## src/inc/loader_pkg.sv

```systemverilog
// Shared layout of the programming stream and loader constants
`default_nettype none
package loader_pkg;
   localparam int WORD_W     = 32;   // Stream word width
   localparam int KEY_W      = 128;  // AES key and pass key width
   localparam int KEY_WORDS  = 4;    // Words per 128-bit key
   localparam int REGION_W   = 4;    // One select bit per region

   // Header word fields
   localparam int HDR_ENC_BIT  = 0;  // Set when payload is encrypted
   localparam int HDR_REG_LSB  = 1;  // Region select field, low bit

   // Region select bit positions
   localparam int REG_SEC   = 0;     // Security settings
   localparam int REG_ARRAY = 1;     // Logic array
   localparam int REG_ROM   = 2;     // User ROM
   localparam int REG_EMB   = 3;     // Embedded memory blocks

   // Security payload: new pass key then new AES key
   localparam logic [3:0] SEC_WORDS  = 4'h8;
   localparam logic [3:0] PKEY_LAST  = 4'h3;
   localparam logic [3:0] SEC_LAST   = 4'h7;
   localparam logic [3:0] IDX_ZERO   = 4'h0;
   localparam logic [3:0] IDX_ONE    = 4'h1;

   // Keystream and MAC mixing constants
   localparam logic [31:0] KS_STEP   = 32'h9E3779B9;
   localparam logic [31:0] MAC_SEED  = 32'h6A09E667;
   localparam int          MAC_ROT   = 5;
   localparam logic [KEY_W-1:0] KEY_BLANK = 128'h0;

   // Loader sequence
   typedef enum logic [3:0] {
      ST_IDLE, ST_HDR, ST_PKEY, ST_SEC, ST_DATA,
      ST_DRAIN, ST_ERASE, ST_PROG
   } load_state_t;
endpackage
`default_nettype wire

```

## src/rtl/stage_buffer.sv

```systemverilog
`timescale 1ns/1ps
`default_nettype none
// Small FIFO between decryptor and staging side
module stage_buffer
   import loader_pkg::*;
#(
   parameter int WIDTH = 32,         // Word width
   parameter int DEPTH = 2           // Entries
) (
   input  wire logic             ref_clk,
   input  wire logic             rst,
   input  wire logic             in_valid,
   output logic                  in_ready,
   input  wire logic [WIDTH-1:0] in_data,
   output logic                  out_valid,
   input  wire logic             out_ready,
   output logic [WIDTH-1:0]      out_data
);
   localparam int PW = (DEPTH > 1) ? $clog2(DEPTH) : 1;
   localparam int CW = $clog2(DEPTH + 1);

   typedef struct packed {
      logic [DEPTH-1:0][WIDTH-1:0] mem;  // Entry storage
      logic [PW-1:0]               rd;   // Read pointer
      logic [PW-1:0]               wr;   // Write pointer
      logic [CW-1:0]               cnt;  // Fill level
   } buf_t;

   buf_t cur;                           // Registered state
   buf_t next_cur;                      // Next state

   logic push;                          // Word accepted
   logic pop;                           // Word delivered

   // Honest full and empty flags
   assign in_ready  = (cur.cnt != CW'(DEPTH));
   assign out_valid = (cur.cnt != '0);
   assign out_data  = cur.mem[cur.rd];
   assign push      = in_valid && in_ready;
   assign pop       = out_valid && out_ready;

   // Pointer and count update
   always_comb begin
      next_cur = cur;
      if (push) begin
         next_cur.mem[cur.wr] = in_data;
         next_cur.wr = (cur.wr == PW'(DEPTH - 1)) ? '0 : cur.wr + 1'b1;
      end
      if (pop) begin
         next_cur.rd = (cur.rd == PW'(DEPTH - 1)) ? '0 : cur.rd + 1'b1;
      end
      if (push && !pop) begin
         next_cur.cnt = cur.cnt + 1'b1;
      end else if (pop && !push) begin
         next_cur.cnt = cur.cnt - 1'b1;
      end
   end

   // State register
   always_ff @(posedge ref_clk) begin
      if (rst) begin
         cur <= '0;
      end else begin
         cur <= next_cur;
      end
   end
endmodule
`default_nettype wire

```

## src/rtl/secure_bitstream_loader.sv

```systemverilog
`timescale 1ns/1ps
`default_nettype none
// How it works
// - AES key kept internal, never driven out
// - Decrypt file and check MAC before programming
// - MAC folds every decrypted word of stream
// - Intake runs beside the live user design
// - Valid MAC leads to erase, then program
// - Failed MAC discards staged data, no change
// - Wrong key yields bad MAC, file dropped
// - Pass key locks array, ROM, security settings
// - Plaintext accepted when matching pass key given
// - Header selects each region independently
// - Security settings change only when selected
module secure_bitstream_loader
   import loader_pkg::*;
#(
   parameter int BUF_DEPTH = 2          // Staging buffer entries
) (
   input  wire logic                ref_clk,
   input  wire logic                rst,
   input  wire logic                in_valid,
   output logic                     in_ready,
   input  wire logic [WORD_W-1:0]   in_data,
   input  wire logic                in_last,
   input  wire logic [KEY_W-1:0]    nv_aes_key,
   input  wire logic [KEY_W-1:0]    nv_pass_key,
   output logic                     out_valid,
   input  wire logic                out_ready,
   output logic [WORD_W-1:0]        out_data,
   output logic [REGION_W-1:0]      out_region,
   output logic                     erase_pulse,
   output logic                     commit_pulse,
   output logic                     discard_pulse,
   output logic                     sec_wr,
   output logic [KEY_W-1:0]         sec_pass_key,
   output logic [KEY_W-1:0]         sec_aes_key,
   output logic                     locked,
   output logic                     busy
);
   typedef struct packed {
      load_state_t          st;        // Sequence state
      logic [3:0]           idx;       // Word index in key fields
      logic                 enc;       // File is encrypted
      logic [REGION_W-1:0]  regions;   // Selected regions
      logic [KEY_W-1:0]     pkey;      // Presented pass key
      logic [KEY_W-1:0]     new_pass;  // Incoming pass key
      logic [KEY_W-1:0]     new_key;   // Incoming AES key
      logic [WORD_W-1:0]    mac;       // Running MAC
      logic [WORD_W-1:0]    ks;        // Keystream accumulator
      logic [1:0]           kw;        // Key word selector
      logic                 locked;    // Session lock
      logic                 good;      // Authenticated and unlocked
      logic                 erase;     // Erase strobe
      logic                 commit;    // Program strobe
      logic                 discard;   // Drop strobe
      logic                 sec_wr;    // Security write strobe
   } ldr_t;

   ldr_t cur;                          // Registered state
   ldr_t next_cur;                     // Next state

   logic               take;           // Input word accepted
   logic [WORD_W-1:0]  plain;          // Decrypted word
   logic [WORD_W-1:0]  key_word;       // Active key slice
   logic [WORD_W-1:0]  mac_step;       // MAC after this word
   logic               buf_push;       // Payload word into buffer
   logic               buf_ready;      // Buffer has room
   logic               buf_out_valid;  // Buffer holds a word

   // Key slice feeds only the decryption and MAC, never a port
   assign key_word = cur.enc ? nv_aes_key[cur.kw*WORD_W +: WORD_W]
                             : '0;
   // Decryption of payload words; plaintext files pass unchanged
   assign plain    = cur.enc ? (in_data ^ cur.ks ^ key_word)
                             : in_data;
   // Keyed MAC over each decrypted word
   assign mac_step = {cur.mac[WORD_W-MAC_ROT-1:0],
                      cur.mac[WORD_W-1:WORD_W-MAC_ROT]}
                     ^ (plain + key_word);

   // Payload words pass through the buffer; tag word stays here
   assign buf_push = (cur.st == ST_DATA) && in_valid && !in_last;

   // Intake back-pressure
   always_comb begin
      case (cur.st)
         ST_HDR, ST_PKEY, ST_SEC: in_ready = 1'b1;
         ST_DATA:                 in_ready = in_last || buf_ready;
         default:                 in_ready = 1'b0;
      endcase
   end
   assign take = in_valid && in_ready;

   // Loader sequence
   always_comb begin
      next_cur         = cur;
      next_cur.erase   = 1'b0;
      next_cur.commit  = 1'b0;
      next_cur.discard = 1'b0;
      next_cur.sec_wr  = 1'b0;
      if (take && (cur.st == ST_SEC || cur.st == ST_DATA)) begin
         // Advance keystream and key word on every security and data-phase word, tag included
         next_cur.ks = cur.ks + KS_STEP;
         next_cur.kw = cur.kw + 2'h1;
      end
      case (cur.st)
         ST_IDLE: begin
            // One cycle to reset MAC, keystream and index, then on to header
            next_cur.st  = ST_HDR;
            next_cur.mac = MAC_SEED;
            next_cur.ks  = '0;
            next_cur.kw  = '0;
            next_cur.idx = IDX_ZERO;
         end
         ST_HDR: begin
            // Header picks cipher mode and regions
            if (take) begin
               next_cur.enc     = in_data[HDR_ENC_BIT];
               next_cur.regions =
                  in_data[HDR_REG_LSB +: REGION_W];
               next_cur.st      = ST_PKEY;
            end
         end
         ST_PKEY: begin
            // Presented pass key, sent in the clear
            if (take) begin
               next_cur.pkey = {cur.pkey[KEY_W-WORD_W-1:0], in_data};
               next_cur.idx  = cur.idx + IDX_ONE;
               if (cur.idx == PKEY_LAST) begin
                  next_cur.idx = IDX_ZERO;
                  // Lock holds for the rest of the session
                  next_cur.locked = (nv_pass_key != KEY_BLANK) &&
                     ({cur.pkey[KEY_W-WORD_W-1:0], in_data}
                      != nv_pass_key);
                  next_cur.st = cur.regions[REG_SEC] ? ST_SEC
                                                     : ST_DATA;
               end
            end
         end
         ST_SEC: begin
            // New pass key then new AES key, decrypted and MACed
            if (take) begin
               next_cur.mac = mac_step;
               if (cur.idx <= PKEY_LAST) begin
                  next_cur.new_pass =
                     {cur.new_pass[KEY_W-WORD_W-1:0], plain};
               end else begin
                  next_cur.new_key =
                     {cur.new_key[KEY_W-WORD_W-1:0], plain};
               end
               next_cur.idx = cur.idx + IDX_ONE;
               if (cur.idx == SEC_LAST) begin
                  next_cur.st = ST_DATA;
               end
            end
         end
         ST_DATA: begin
            // Payload words flow to staging; final word is the tag
            if (take && !in_last) begin
               next_cur.mac = mac_step;
            end else if (take) begin
               // Wrong key or corruption both give a tag mismatch
               next_cur.good = (cur.mac == in_data) &&
                               !cur.locked;
               next_cur.st   = ST_DRAIN;
            end
         end
         ST_DRAIN: begin
            // Wait until staging has delivered every word
            if (!buf_out_valid) begin
               if (cur.good) begin
                  next_cur.st    = ST_ERASE;
                  next_cur.erase = 1'b1;
               end else begin
                  // Live contents untouched, staged data dropped
                  next_cur.st      = ST_IDLE;
                  next_cur.discard = 1'b1;
               end
            end
         end
         ST_ERASE: begin
            // Program only after the erase strobe
            next_cur.st     = ST_PROG;
            next_cur.commit = 1'b1;
            next_cur.sec_wr = cur.regions[REG_SEC];
         end
         ST_PROG: begin
            // One cycle to let strobes settle, then back to idle
            next_cur.st = ST_IDLE;
         end
         default: begin
            next_cur.st = ST_IDLE;
         end
      endcase
   end

   // State register
   always_ff @(posedge ref_clk) begin
      if (rst) begin
         cur <= '0;
         cur.st <= ST_IDLE;
      end else begin
         cur <= next_cur;
      end
   end

   // Staging buffer absorbs receiver stalls
   stage_buffer #(
      .WIDTH (WORD_W),
      .DEPTH (BUF_DEPTH)
   ) u_stage (
      .ref_clk   (ref_clk),
      .rst       (rst),
      .in_valid  (buf_push),
      .in_ready  (buf_ready),
      .in_data   (plain),
      .out_valid (buf_out_valid),
      .out_ready (out_ready),
      .out_data  (out_data)
   );

   // Outputs; user design keeps running throughout intake
   assign out_valid     = buf_out_valid;
   assign out_region    = cur.regions;
   assign erase_pulse   = cur.erase;
   assign commit_pulse  = cur.commit;
   assign discard_pulse = cur.discard;
   assign sec_wr        = cur.sec_wr;
   assign sec_pass_key  = cur.new_pass;
   assign sec_aes_key   = cur.new_key;
   assign locked        = cur.locked;
   assign busy          = (cur.st != ST_IDLE) && (cur.st != ST_HDR);
endmodule
`default_nettype wire

```

## config.mk

```make
export PLATFORM = sky130hd
export DESIGN_NAME = secure_bitstream_loader
export DESIGN_NICKNAME = d
export VERILOG_FILES = /design/src/inc/loader_pkg.sv /design/src/rtl/stage_buffer.sv /design/src/rtl/secure_bitstream_loader.sv
export SDC_FILE = /design/constraint.sdc
export NUM_CORES = 1
export LEC_CHECK = 0
export ABC_CLOCK_PERIOD_IN_PS = 9690
export BUFFER_PORTS_ARGS = -buffer_cell sky130_fd_sc_hd__buf_2
export CAP_MARGIN = 0
export CORE_UTILIZATION = 50
export DETAILED_ROUTE_END_ITERATION = 6
export PLACE_DENSITY = 0.75
export SLEW_MARGIN = 5
export SYNTH_ARGS = -nofsm -noshare
export SYNTH_HDL_FRONTEND = slang
export SYNTH_HIERARCHICAL = 1
export SYNTH_SLANG_ARGS = --single-unit
```

## constraint.sdc

```tcl
create_clock -name ref_clk -period 9.69 [get_ports ref_clk]
set_clock_uncertainty 0.05 [all_clocks]
set_input_delay 1.4535 -clock ref_clk [delete_from_list [all_inputs] [get_ports ref_clk]]
set_output_delay 1.4535 -clock ref_clk [all_outputs]
set_load 0.02 [all_outputs]
```

Word level (Yosys, flattened, before mapping) --
Cells that the tools add are included.
Word-level totals: bits in registers 505, word-level logic and storage cells 131, memories 0, memory bits (writable) 0, bits of input ports 293, output and inout bits 300, ROM bits 0, latch bits 0
Operators by class: order comparisons 4, div/mod/pow operators 0, $add $sub $neg 8, muxes and demuxes 30, equality and inequality tests 21, shifts and indexed selects 1, multiply operators 0, reductions and logical operators 39, bitwise logic cells 7
Operators by type and width (count):
- 32-bit 2-to-1 mux | 7
- 128-bit != test | 1
- 128-bit nonzero test | 1
- 128-bit by 8-bit variable part select with 32-bit output | 1
- 32-bit one-hot mux with 3 select lines | 1
- 32-bit bitwise XOR | 3
- 64-bit bitwise mux | 1
- 32-bit adder | 1
- 32-bit adder (second input constant) | 1
- 32-bit demux with 1-bit select | 1
- 32-bit equality test | 1
- 4-bit one-hot mux with 7 select lines | 1
- 8-bit 2-to-1 mux | 3
- 4-bit 2-to-1 mux | 5
- 3-bit AND reduction | 6
- 4-bit by 3-bit equality test with 1-bit output (second input constant) | 4
- 2-bit != test (second input constant) | 8
- 1-bit logical AND | 13
- 4-bit by 2-bit equality test with 1-bit output (second input constant) | 3
- 4-bit one-hot mux with 3 select lines | 1
- 8-bit AND reduction | 1
- 3-bit 2-to-1 mux | 2
- 3-bit nonzero test | 2
- 3-bit OR reduction | 2
- 21 further kinds | 40

Longest topological paths before layout --
Gate-level depths: netlist of run 1.
depth after elaboration 8, gate-level depth with buffers 17, depth with buffers taken out 15

By module --
The synthesis of run 1 kept the hierarchy.
Modules (own cells, without submodules):
- secure_bitstream_loader | times used 1, seq. area each 8728.4 µm², area an instance 22963.3 µm², cells an instance 2833
- stage_buffer | times used 1, seq. area each 1361.3 µm², area an instance 3229.3 µm², cells an instance 340

Worst setup path before layout of run 1 --
Ideal clock, no wire load.
kind input to register, start point in nv_aes_key[96], end point reg cur[60] (netlist bit), stages 15, data arrival time 4448 ps, data required time 9523 ps, buffers on the path 0, setup time 117 ps, setup slack 5075 ps, cell sequence mux4_2 xor2_1 nand2_1 xor2_1 inv_1 ha_1 fa_1 nand3_1 a21oi_1 a211o_1 a21o_1 a21oi_1 o221ai_1 xnor2_1 a22o_1
Between the ends: longest elaborated chain between the ends 8, elaborated cells between the ends (all ways) 9, classes of those cells add/sub: 1; shift: 1; mux: 5; bitwise: 2
Ends and longest elaborated chain:
- start: declaration | RTL line secure_bitstream_loader.sv:26 | input wire logic [KEY_W-1:0] nv_aes_key,
- 128-bit by 8-bit variable part select with 32-bit output (*) | RTL line secure_bitstream_loader.sv:72 | assign key_word = cur.enc ? nv_aes_key[cur.kw*WORD_W +: WORD_W]
- 32-bit 2-to-1 mux (*) | RTL line secure_bitstream_loader.sv:72
- 32-bit bitwise XOR (*) | RTL line secure_bitstream_loader.sv:75 | assign plain = cur.enc ? (in_data ^ cur.ks ^ key_word)
- 32-bit 2-to-1 mux (*) | RTL line secure_bitstream_loader.sv:75
- via plain[0] | RTL line secure_bitstream_loader.sv:64 | logic [WORD_W-1:0] plain;
- 32-bit adder (*) | RTL line secure_bitstream_loader.sv:80 | ^ (plain + key_word);
- 32-bit bitwise XOR (*) | RTL line secure_bitstream_loader.sv:80
- 32-bit 2-to-1 mux (on tied branches) | RTL line secure_bitstream_loader.sv:160, secure_bitstream_loader.sv:143
- 32-bit one-hot mux with 3 select lines (*) | RTL line secure_bitstream_loader.sv:107 | case (cur.st)
- end signal: assignment | RTL line secure_bitstream_loader.sv:204 | cur <= next_cur;
- end: declaration | RTL line secure_bitstream_loader.sv:60 | ldr_t cur;
Mark *: on every way through the listed nets, which the timed path passes. The rest lies on a longest branch. The select of a mux whose other input is x is not followed. A chain may end at the register's enable or synchronous reset.

Worst setup path in the final report of run 1 --
start point reg cur[6] (netlist bit), end point reg cur[59] (netlist bit)
Between the ends: longest elaborated chain between the ends 8, elaborated cells between the ends (all ways) 9, classes of those cells add/sub: 1; shift: 1; mux: 5; bitwise: 2
Ends and longest elaborated chain (RTL line):
- 128-bit by 8-bit variable part select with 32-bit output (*) | secure_bitstream_loader.sv:72
- 32-bit 2-to-1 mux (*) | secure_bitstream_loader.sv:72
- 32-bit bitwise XOR (*) | secure_bitstream_loader.sv:75
- 32-bit 2-to-1 mux (*) | secure_bitstream_loader.sv:75
- via plain[14] | secure_bitstream_loader.sv:64
- 32-bit adder (*) | secure_bitstream_loader.sv:80
- 32-bit bitwise XOR (*) | secure_bitstream_loader.sv:80
- 32-bit 2-to-1 mux (on tied branches) | secure_bitstream_loader.sv:160, secure_bitstream_loader.sv:143
- 32-bit one-hot mux with 3 select lines (*) | secure_bitstream_loader.sv:107
Marked as above.

==> flow_metrics.tcl, run 1 <==
set metrics [dict create \
    hold_path.class "flop to flop" \
    clk_pin_slew_ns 0.06 \
    power.total_mw 5.35 \
    max-cap-violations 0 \
    core_mm2 0.0515 \
    synth_nets 3502 \
    setup_violations 0 \
    numCtsBuffers 55 \
    fillers 4838 \
    grt_pass1_wl_um 126000 \
    worstMarginPinSlew_ns 1.16 \
    ant_nets 0 \
    avgSynthCellArea_um2 8.25 \
    vias 22500 \
    clock_path_buffers 3 \
    drt_iter0_drc 1902 \
    ctsRootBufferMaster "clkbuf_16" \
    holdWs_ns 0.400 \
    die_h_um 231 \
    fin_tns_setup_ns 0 \
    antenna_found_initial 6 \
    yosys-top-cells-count "nand2_1 (660), dfxtp_1 (504), a21oi_1 (335), buf_4 (263), xor2_1 (171)" \
    netlist_area_mm2 0.0262 \
    finalHoldViolations 0 \
    synth_area_leaders "dfxtp_1 (39%), nand2_1 (9.5%), buf_4 (7.5%)" \
    peakVddDrop_v 0.000135 \
    synth_top_area_frac 0.385 \
    wl_per_cell_um 20.8 \
    critPathCaptureType "flop" \
    cp.required_ns 10.15 \
    cts_tree "built" \
    p_per_area_mw_per_mm2 182 \
    layout-drive-gt1-share 0.232 \
    yosysUniqueCellTypes 77 \
    crit_fanout 18 \
    syn2layout_area_growth_pct 12.0 \
    worstSkewPairLatency_ns 0.62 \
    dp_hpwl_um 64900 \
    status "finished clean" \
    async_flop_share 0 \
    finalCritPeriodShare 0.505 \
    yosysMostFrequentCell "nand2_1" \
    cp-start-kind "flop" \
    startpoint "cur[6]$_SDFFE_PP0P_" \
    start_util 0.509 \
    clock-sinks 504 \
    grtUsageTotal 0.310 \
    place.gp.congestion 0.969 \
    post-cts-setup-buffer-count 0 \
    hold_buffers 0 \
    io_buffers 592 \
    firstDrtPassIters 6 \
    drc 0 \
    grt_pass1_vias 20800 \
    rsz0062_at_grt "false" \
    grt_max_degree 198 \
    criticalPathCategory "flop to flop" \
    dieArea_mm2 0.0533 \
    ys_seq_elements 504 \
    crit_arrival_ns 5.36 \
    slew_headroom 0.225 \
    synth_edf_count 0 \
    htree_num_levels 2 \
    yosysSeqAreaShare 0.385 \
    period_minus_slack_ns 4.90 \
    drv_slew 0 \
    max_freq_mhz 204 \
    ys.flop_type "dfxtp_1" \
    num_rows 83 \
    cts_resized 0 \
    die_w_um 231 \
    pin_count 593 \
    p_leak_nw 11.9 \
    synth_top_cell_by_area "dfxtp_1" \
    min_from "sec_pass_key[96]$_SDFFE_PP0P_" \
    drt_wl_total_um 85900 \
    nets 3722 \
    viasPerCell 5.47 \
    r2r-start "cur[6]$_SDFFE_PP0P_" \
    synthCells 3173 \
    ys_warn_count 6 \
    grt.overflow.total 0 \
]
-- report_power, final --
part	total [mW]	internal [mW]	switching, mW
combinational	0.973	0.353	0.620
sequential	2.26	2.14	0.117
clock	2.12	1.22	0.903
total	5.35	3.71	1.64
-- cell type report --
cell class,count,area (um2),share of cell area
antenna,3,7.51,0.000256
clock buffer,75,1560,0.0532
clock inverter,27,267,0.00909
inverter,56,210,0.00717
multi-input combinational,2165,13200,0.450
sequential,504,10100,0.344
tap,680,851,0.0290
timing repair buffer,611,3130,0.107
-- layer usage --
| layer | part of all wire | GRT usage | up-vias |
|---|---|---|---|
| met4 | 0.039 | 0.127 | 6 |
| met1 | 0.41 | 0.393 | 10600 |
| met3 | 0.081 | 0.0684 | 187 |
| met2 | 0.47 | 0.510 | 921 |
| li1 | - | - | 10800 |
| met5 | 0.00042 | 0 | - |
-- cells in the final DEF, fill, tap and decap left out, drive strengths merged, types with 62 or more instances in the layout --
| cell | count |
|---|---|
| a211oi | 79 |
| a21oi | 337 |
| buf | 611 |
| clkbuf | 75 |
| dfxtp | 504 |
| nand2 | 660 |
| nand2b | 71 |
| nor2 | 153 |
| nor4 | 62 |
| o21ai | 93 |
| xnor2 | 141 |
| xor2 | 171 |
-- worst max-delay path: stages, from the launching register on --
cell	delay (ns)
dfxtp_2	0.73
buf_4	0.46
mux4_2	0.61
xor2_1	0.16
nand2_1	0.08
xor2_1	0.45
inv_1	0.14
ha_1	0.42
a21o_1	0.22
a221o_1	0.35
a21oi_1	0.16
nor2b_1	0.06
a311o_1	0.32
a21oi_1	0.20
xnor2_1	0.10
a211oi_1	0.27
-- registers in the layout, summed over array words and instances (netlist names) --
register,count
cur,171
sec_aes_key,128
sec_pass_key,128
u_stage/cur,68
out_region,4
commit_pulse,1
discard_pulse,1
erase_pulse,1
locked,1
sec_wr,1
-- per-stage QoR --
step / utilization / cell area (um2) / setup WS, ns / cells
2_1_floorplan: - / 26200 / 5.07 / 3173
3_3_place_gp: 0.534 / 27500 / 4.53 / 4016
3_5_place_dp: 0.534 / 27500 / 4.53 / 4016
4_1_cts: 0.569 / 29300 / 4.77 / 4118
5_1_grt: 0.569 / 29300 / 4.45 / 4119
6_report: 0.569 / 29300 / 4.79 / 4121
-- worst paths after layout --
kind,slack (ns),endpoint,cells after the start
worst max-delay path,4.79,cur[59]$_SDFFE_PP0P_,15
worst min-delay path,0.40,sec_pass_key[96]$_SDFFE_PP0P_,2
worst max register to register,4.79,cur[59]$_SDFFE_PP0P_,15
worst min register to register,0.40,sec_pass_key[96]$_SDFFE_PP0P_,2
-- cell families (layout without fill, tap and decap cells) --
kind of cell	after synthesis	after routing	synth area share
simple gates	1112	1112	0.189
compound gates	601	601	0.136
flops	504	504	0.385
buf+inv	504	769	0.112
xor+xnor	312	312	0.104
mux	104	104	0.0566
fa+ha+maj	36	36	0.0175
other cells	0	3	0
(Power assumes the default switching activity.)
==> run 2: changes to the inputs <==
Settings changed: ABC_CLOCK_PERIOD_IN_PS 9690 to 4300, PLACE_DENSITY 0.75 to 0.78.
Clock period 9.69 ns to 4.3 ns, I/O delays scaled along.
==> flow_metrics.tcl, run 2 (synthesis results as in run 1) <==
set metrics [dict create \
    regArea_mm2 0.0101 \
    hold_path.class "primary input to flop" \
    p_per_area_mw_per_mm2 416 \
    fillers 4723 \
    min_to "cur[359]$_SDFFE_PP0P_" \
    viasPerCell 5.44 \
    p_leak_nw 12.3 \
    top_usage_layer "met2" \
    fin_tns_setup_ns 0 \
    cts_tree "built" \
    grt_max_degree 161 \
    core_mm2 0.0515 \
    firstDrtPassIters 7 \
    finalInstanceArea_mm2 0.0299 \
    setup_violations 0 \
    layout-drive-gt1-share 0.245 \
    drt_wl_total_um 85000 \
    grt.overflow.total 0 \
    max_freq_mhz 246 \
    max-cap-violations 0 \
    dieArea_mm2 0.0533 \
    largest_reg_flops 171 \
    die_w_um 231 \
    postLayoutCoreUtil 0.581 \
    vias 22700 \
    pin_count 593 \
    slew_headroom 0.254 \
    status "finished clean" \
    min_from "in_data[31]" \
    antenna_found_initial 5 \
    wl_per_cell_um 20.4 \
    drv_slew 0 \
    hold_depth 3 \
    rsz0062_at_grt "false" \
    finalHoldViolations 0 \
    grtUsageMet2 0.512 \
    clock_path_buffers 3 \
    io_buffers 592 \
    period_minus_slack_ns 4.07 \
    criticalPathCategory "flop to flop" \
    r2r-start "cur[6]$_SDFFE_PP0P_" \
    drc 0 \
    num_rows 83 \
    crit_fanout 12 \
    crit_arrival_ns 4.54 \
    start_util 0.509 \
    grtUsageTotal 0.308 \
    finalCritPeriodShare 0.946 \
    dpl-instance-area_mm2 0.0279 \
    multi_input_area_mm2 0.0132 \
    numCtsBuffers 55 \
    peakVddDrop_v 0.000332 \
    place.gp.congestion 0.991 \
    cp-start-kind "flop" \
    worstMarginPinSlew_ns 1.12 \
    grt_pass1_vias 21000 \
    top_register "cur" \
    use_met3 0.0667 \
    timing.rr.end "cur[68]$_SDFFE_PP0P_" \
    nets 3777 \
    grt_pass1_wl_um 125000 \
    clk_pin_slew_ns 0.06 \
    syn2layout_area_growth_pct 14.3 \
    layout_commonest_cell "nand2_1" \
    worstRegToRegCells 15 \
    globalRouteMet1Util 0.382 \
    drt_iter0_drc 2092 \
    dp_hpwl_um 64400 \
    worstSkewPairLatency_ns 0.63 \
    die_h_um 231 \
    clock-sinks 504 \
    layout_common_cells "nand2_1 (659), buf_2 (591), dfxtp_1 (502)" \
    reg2reg_slack_ns 0.23 \
    cp.required_ns 4.78 \
    critPathCaptureType "flop" \
    ant_nets 0 \
    htree_num_levels 2 \
    ctsRootBufferMaster "clkbuf_16" \
]
## run 2: cell types whose count changed in the layout (fill, tap and decap cells not counted), sizes merged
cell and delta:
buf +55, bufinv +3, clkinv -4, diode -1
## run 2: area by class of cell
| cell class | instances | share of cell area |
|---|---|---|
| well taps | 680 | 0.0284 |
| inverters | 56 | 0.00702 |
| clock inverters | 26 | 0.0117 |
| multi-input cells | 2165 | 0.442 |
| flip-flops and latches | 504 | 0.337 |
| repair buffers | 666 | 0.119 |
| clock buffers | 75 | 0.0545 |
| diodes | 2 | 0.000167 |
## run 2: routing by layer
layer / up-vias / part of all wire
met4: 4 / 0.047
met2: 955 / 0.47
met5: - / 0.00033
met3: 192 / 0.082
li1: 10900 / -
met1: 10600 / 0.40
## run 2: worst max-delay path by stage
stage	from	cells after the start	slack [ns]	end
2_1_floorplan	cur[6]$_SDFFE_PP0P_	17	0.30	cur[60]$_SDFFE_PP0P_
3_3_place_gp	nv_aes_key[96]	16	0.14	cur[68]$_SDFFE_PP0P_
3_5_place_dp	nv_aes_key[96]	16	0.07	cur[58]$_SDFFE_PP0P_
4_1_cts	cur[6]$_SDFFE_PP0P_	15	0.12	cur[68]$_SDFFE_PP0P_
5_1_grt	cur[6]$_SDFFE_PP0P_	15	0.02	cur[70]$_SDFFE_PP0P_
6_report	cur[6]$_SDFFE_PP0P_	15	0.23	cur[68]$_SDFFE_PP0P_
## run 2: power by group
group,internal (mW),total [mW],switching [mW]
Sequential,4.82,5.07,0.251
Combinational,0.860,2.30,1.44
Clock,3.03,5.09,2.06
Total,8.71,12.5,3.75
## run 2: per-stage QoR
| step | setup WS, ns | hold slack, ns | instances | total power, mW |
|---|---|---|---|---|
| floorplan | 0.299 | 0.386 | 3173 | 6.61 |
| global placement | 0.140 | 0.388 | 4071 | 7.42 |
| detailed placement | 0.0673 | 0.393 | 4071 | 7.43 |
| CTS | 0.120 | 0.262 | 4172 | 12.5 |
| global route | 0.0179 | 0.268 | 4173 | 12.9 |
| finish | 0.234 | 0.283 | 4174 | 12.5 |
## run 2: worst max-delay path: stages, from the launching register on
cell and delay [ns]:
dfxtp_4 0.42, buf_6 0.21, mux4_2 0.57, xor2_1 0.17
nand2_1 0.10, xor2_1 0.21, inv_1 0.09, ha_1 0.38
a21oi_1 0.28, o22ai_1 0.15, o311a_1 0.36, o21ai_0 0.29
a41o_1 0.27, nand2b_1 0.08, xnor2_1 0.12, a22o_1 0.22
## run 2: repair_timing
item	4_1_cts	5_1_grt
hold buffers	0	0
gates resized for setup	0	5
endpoints found under the setup margin	0	9
hold endpoints to repair	0	0
setup buffers	0	0
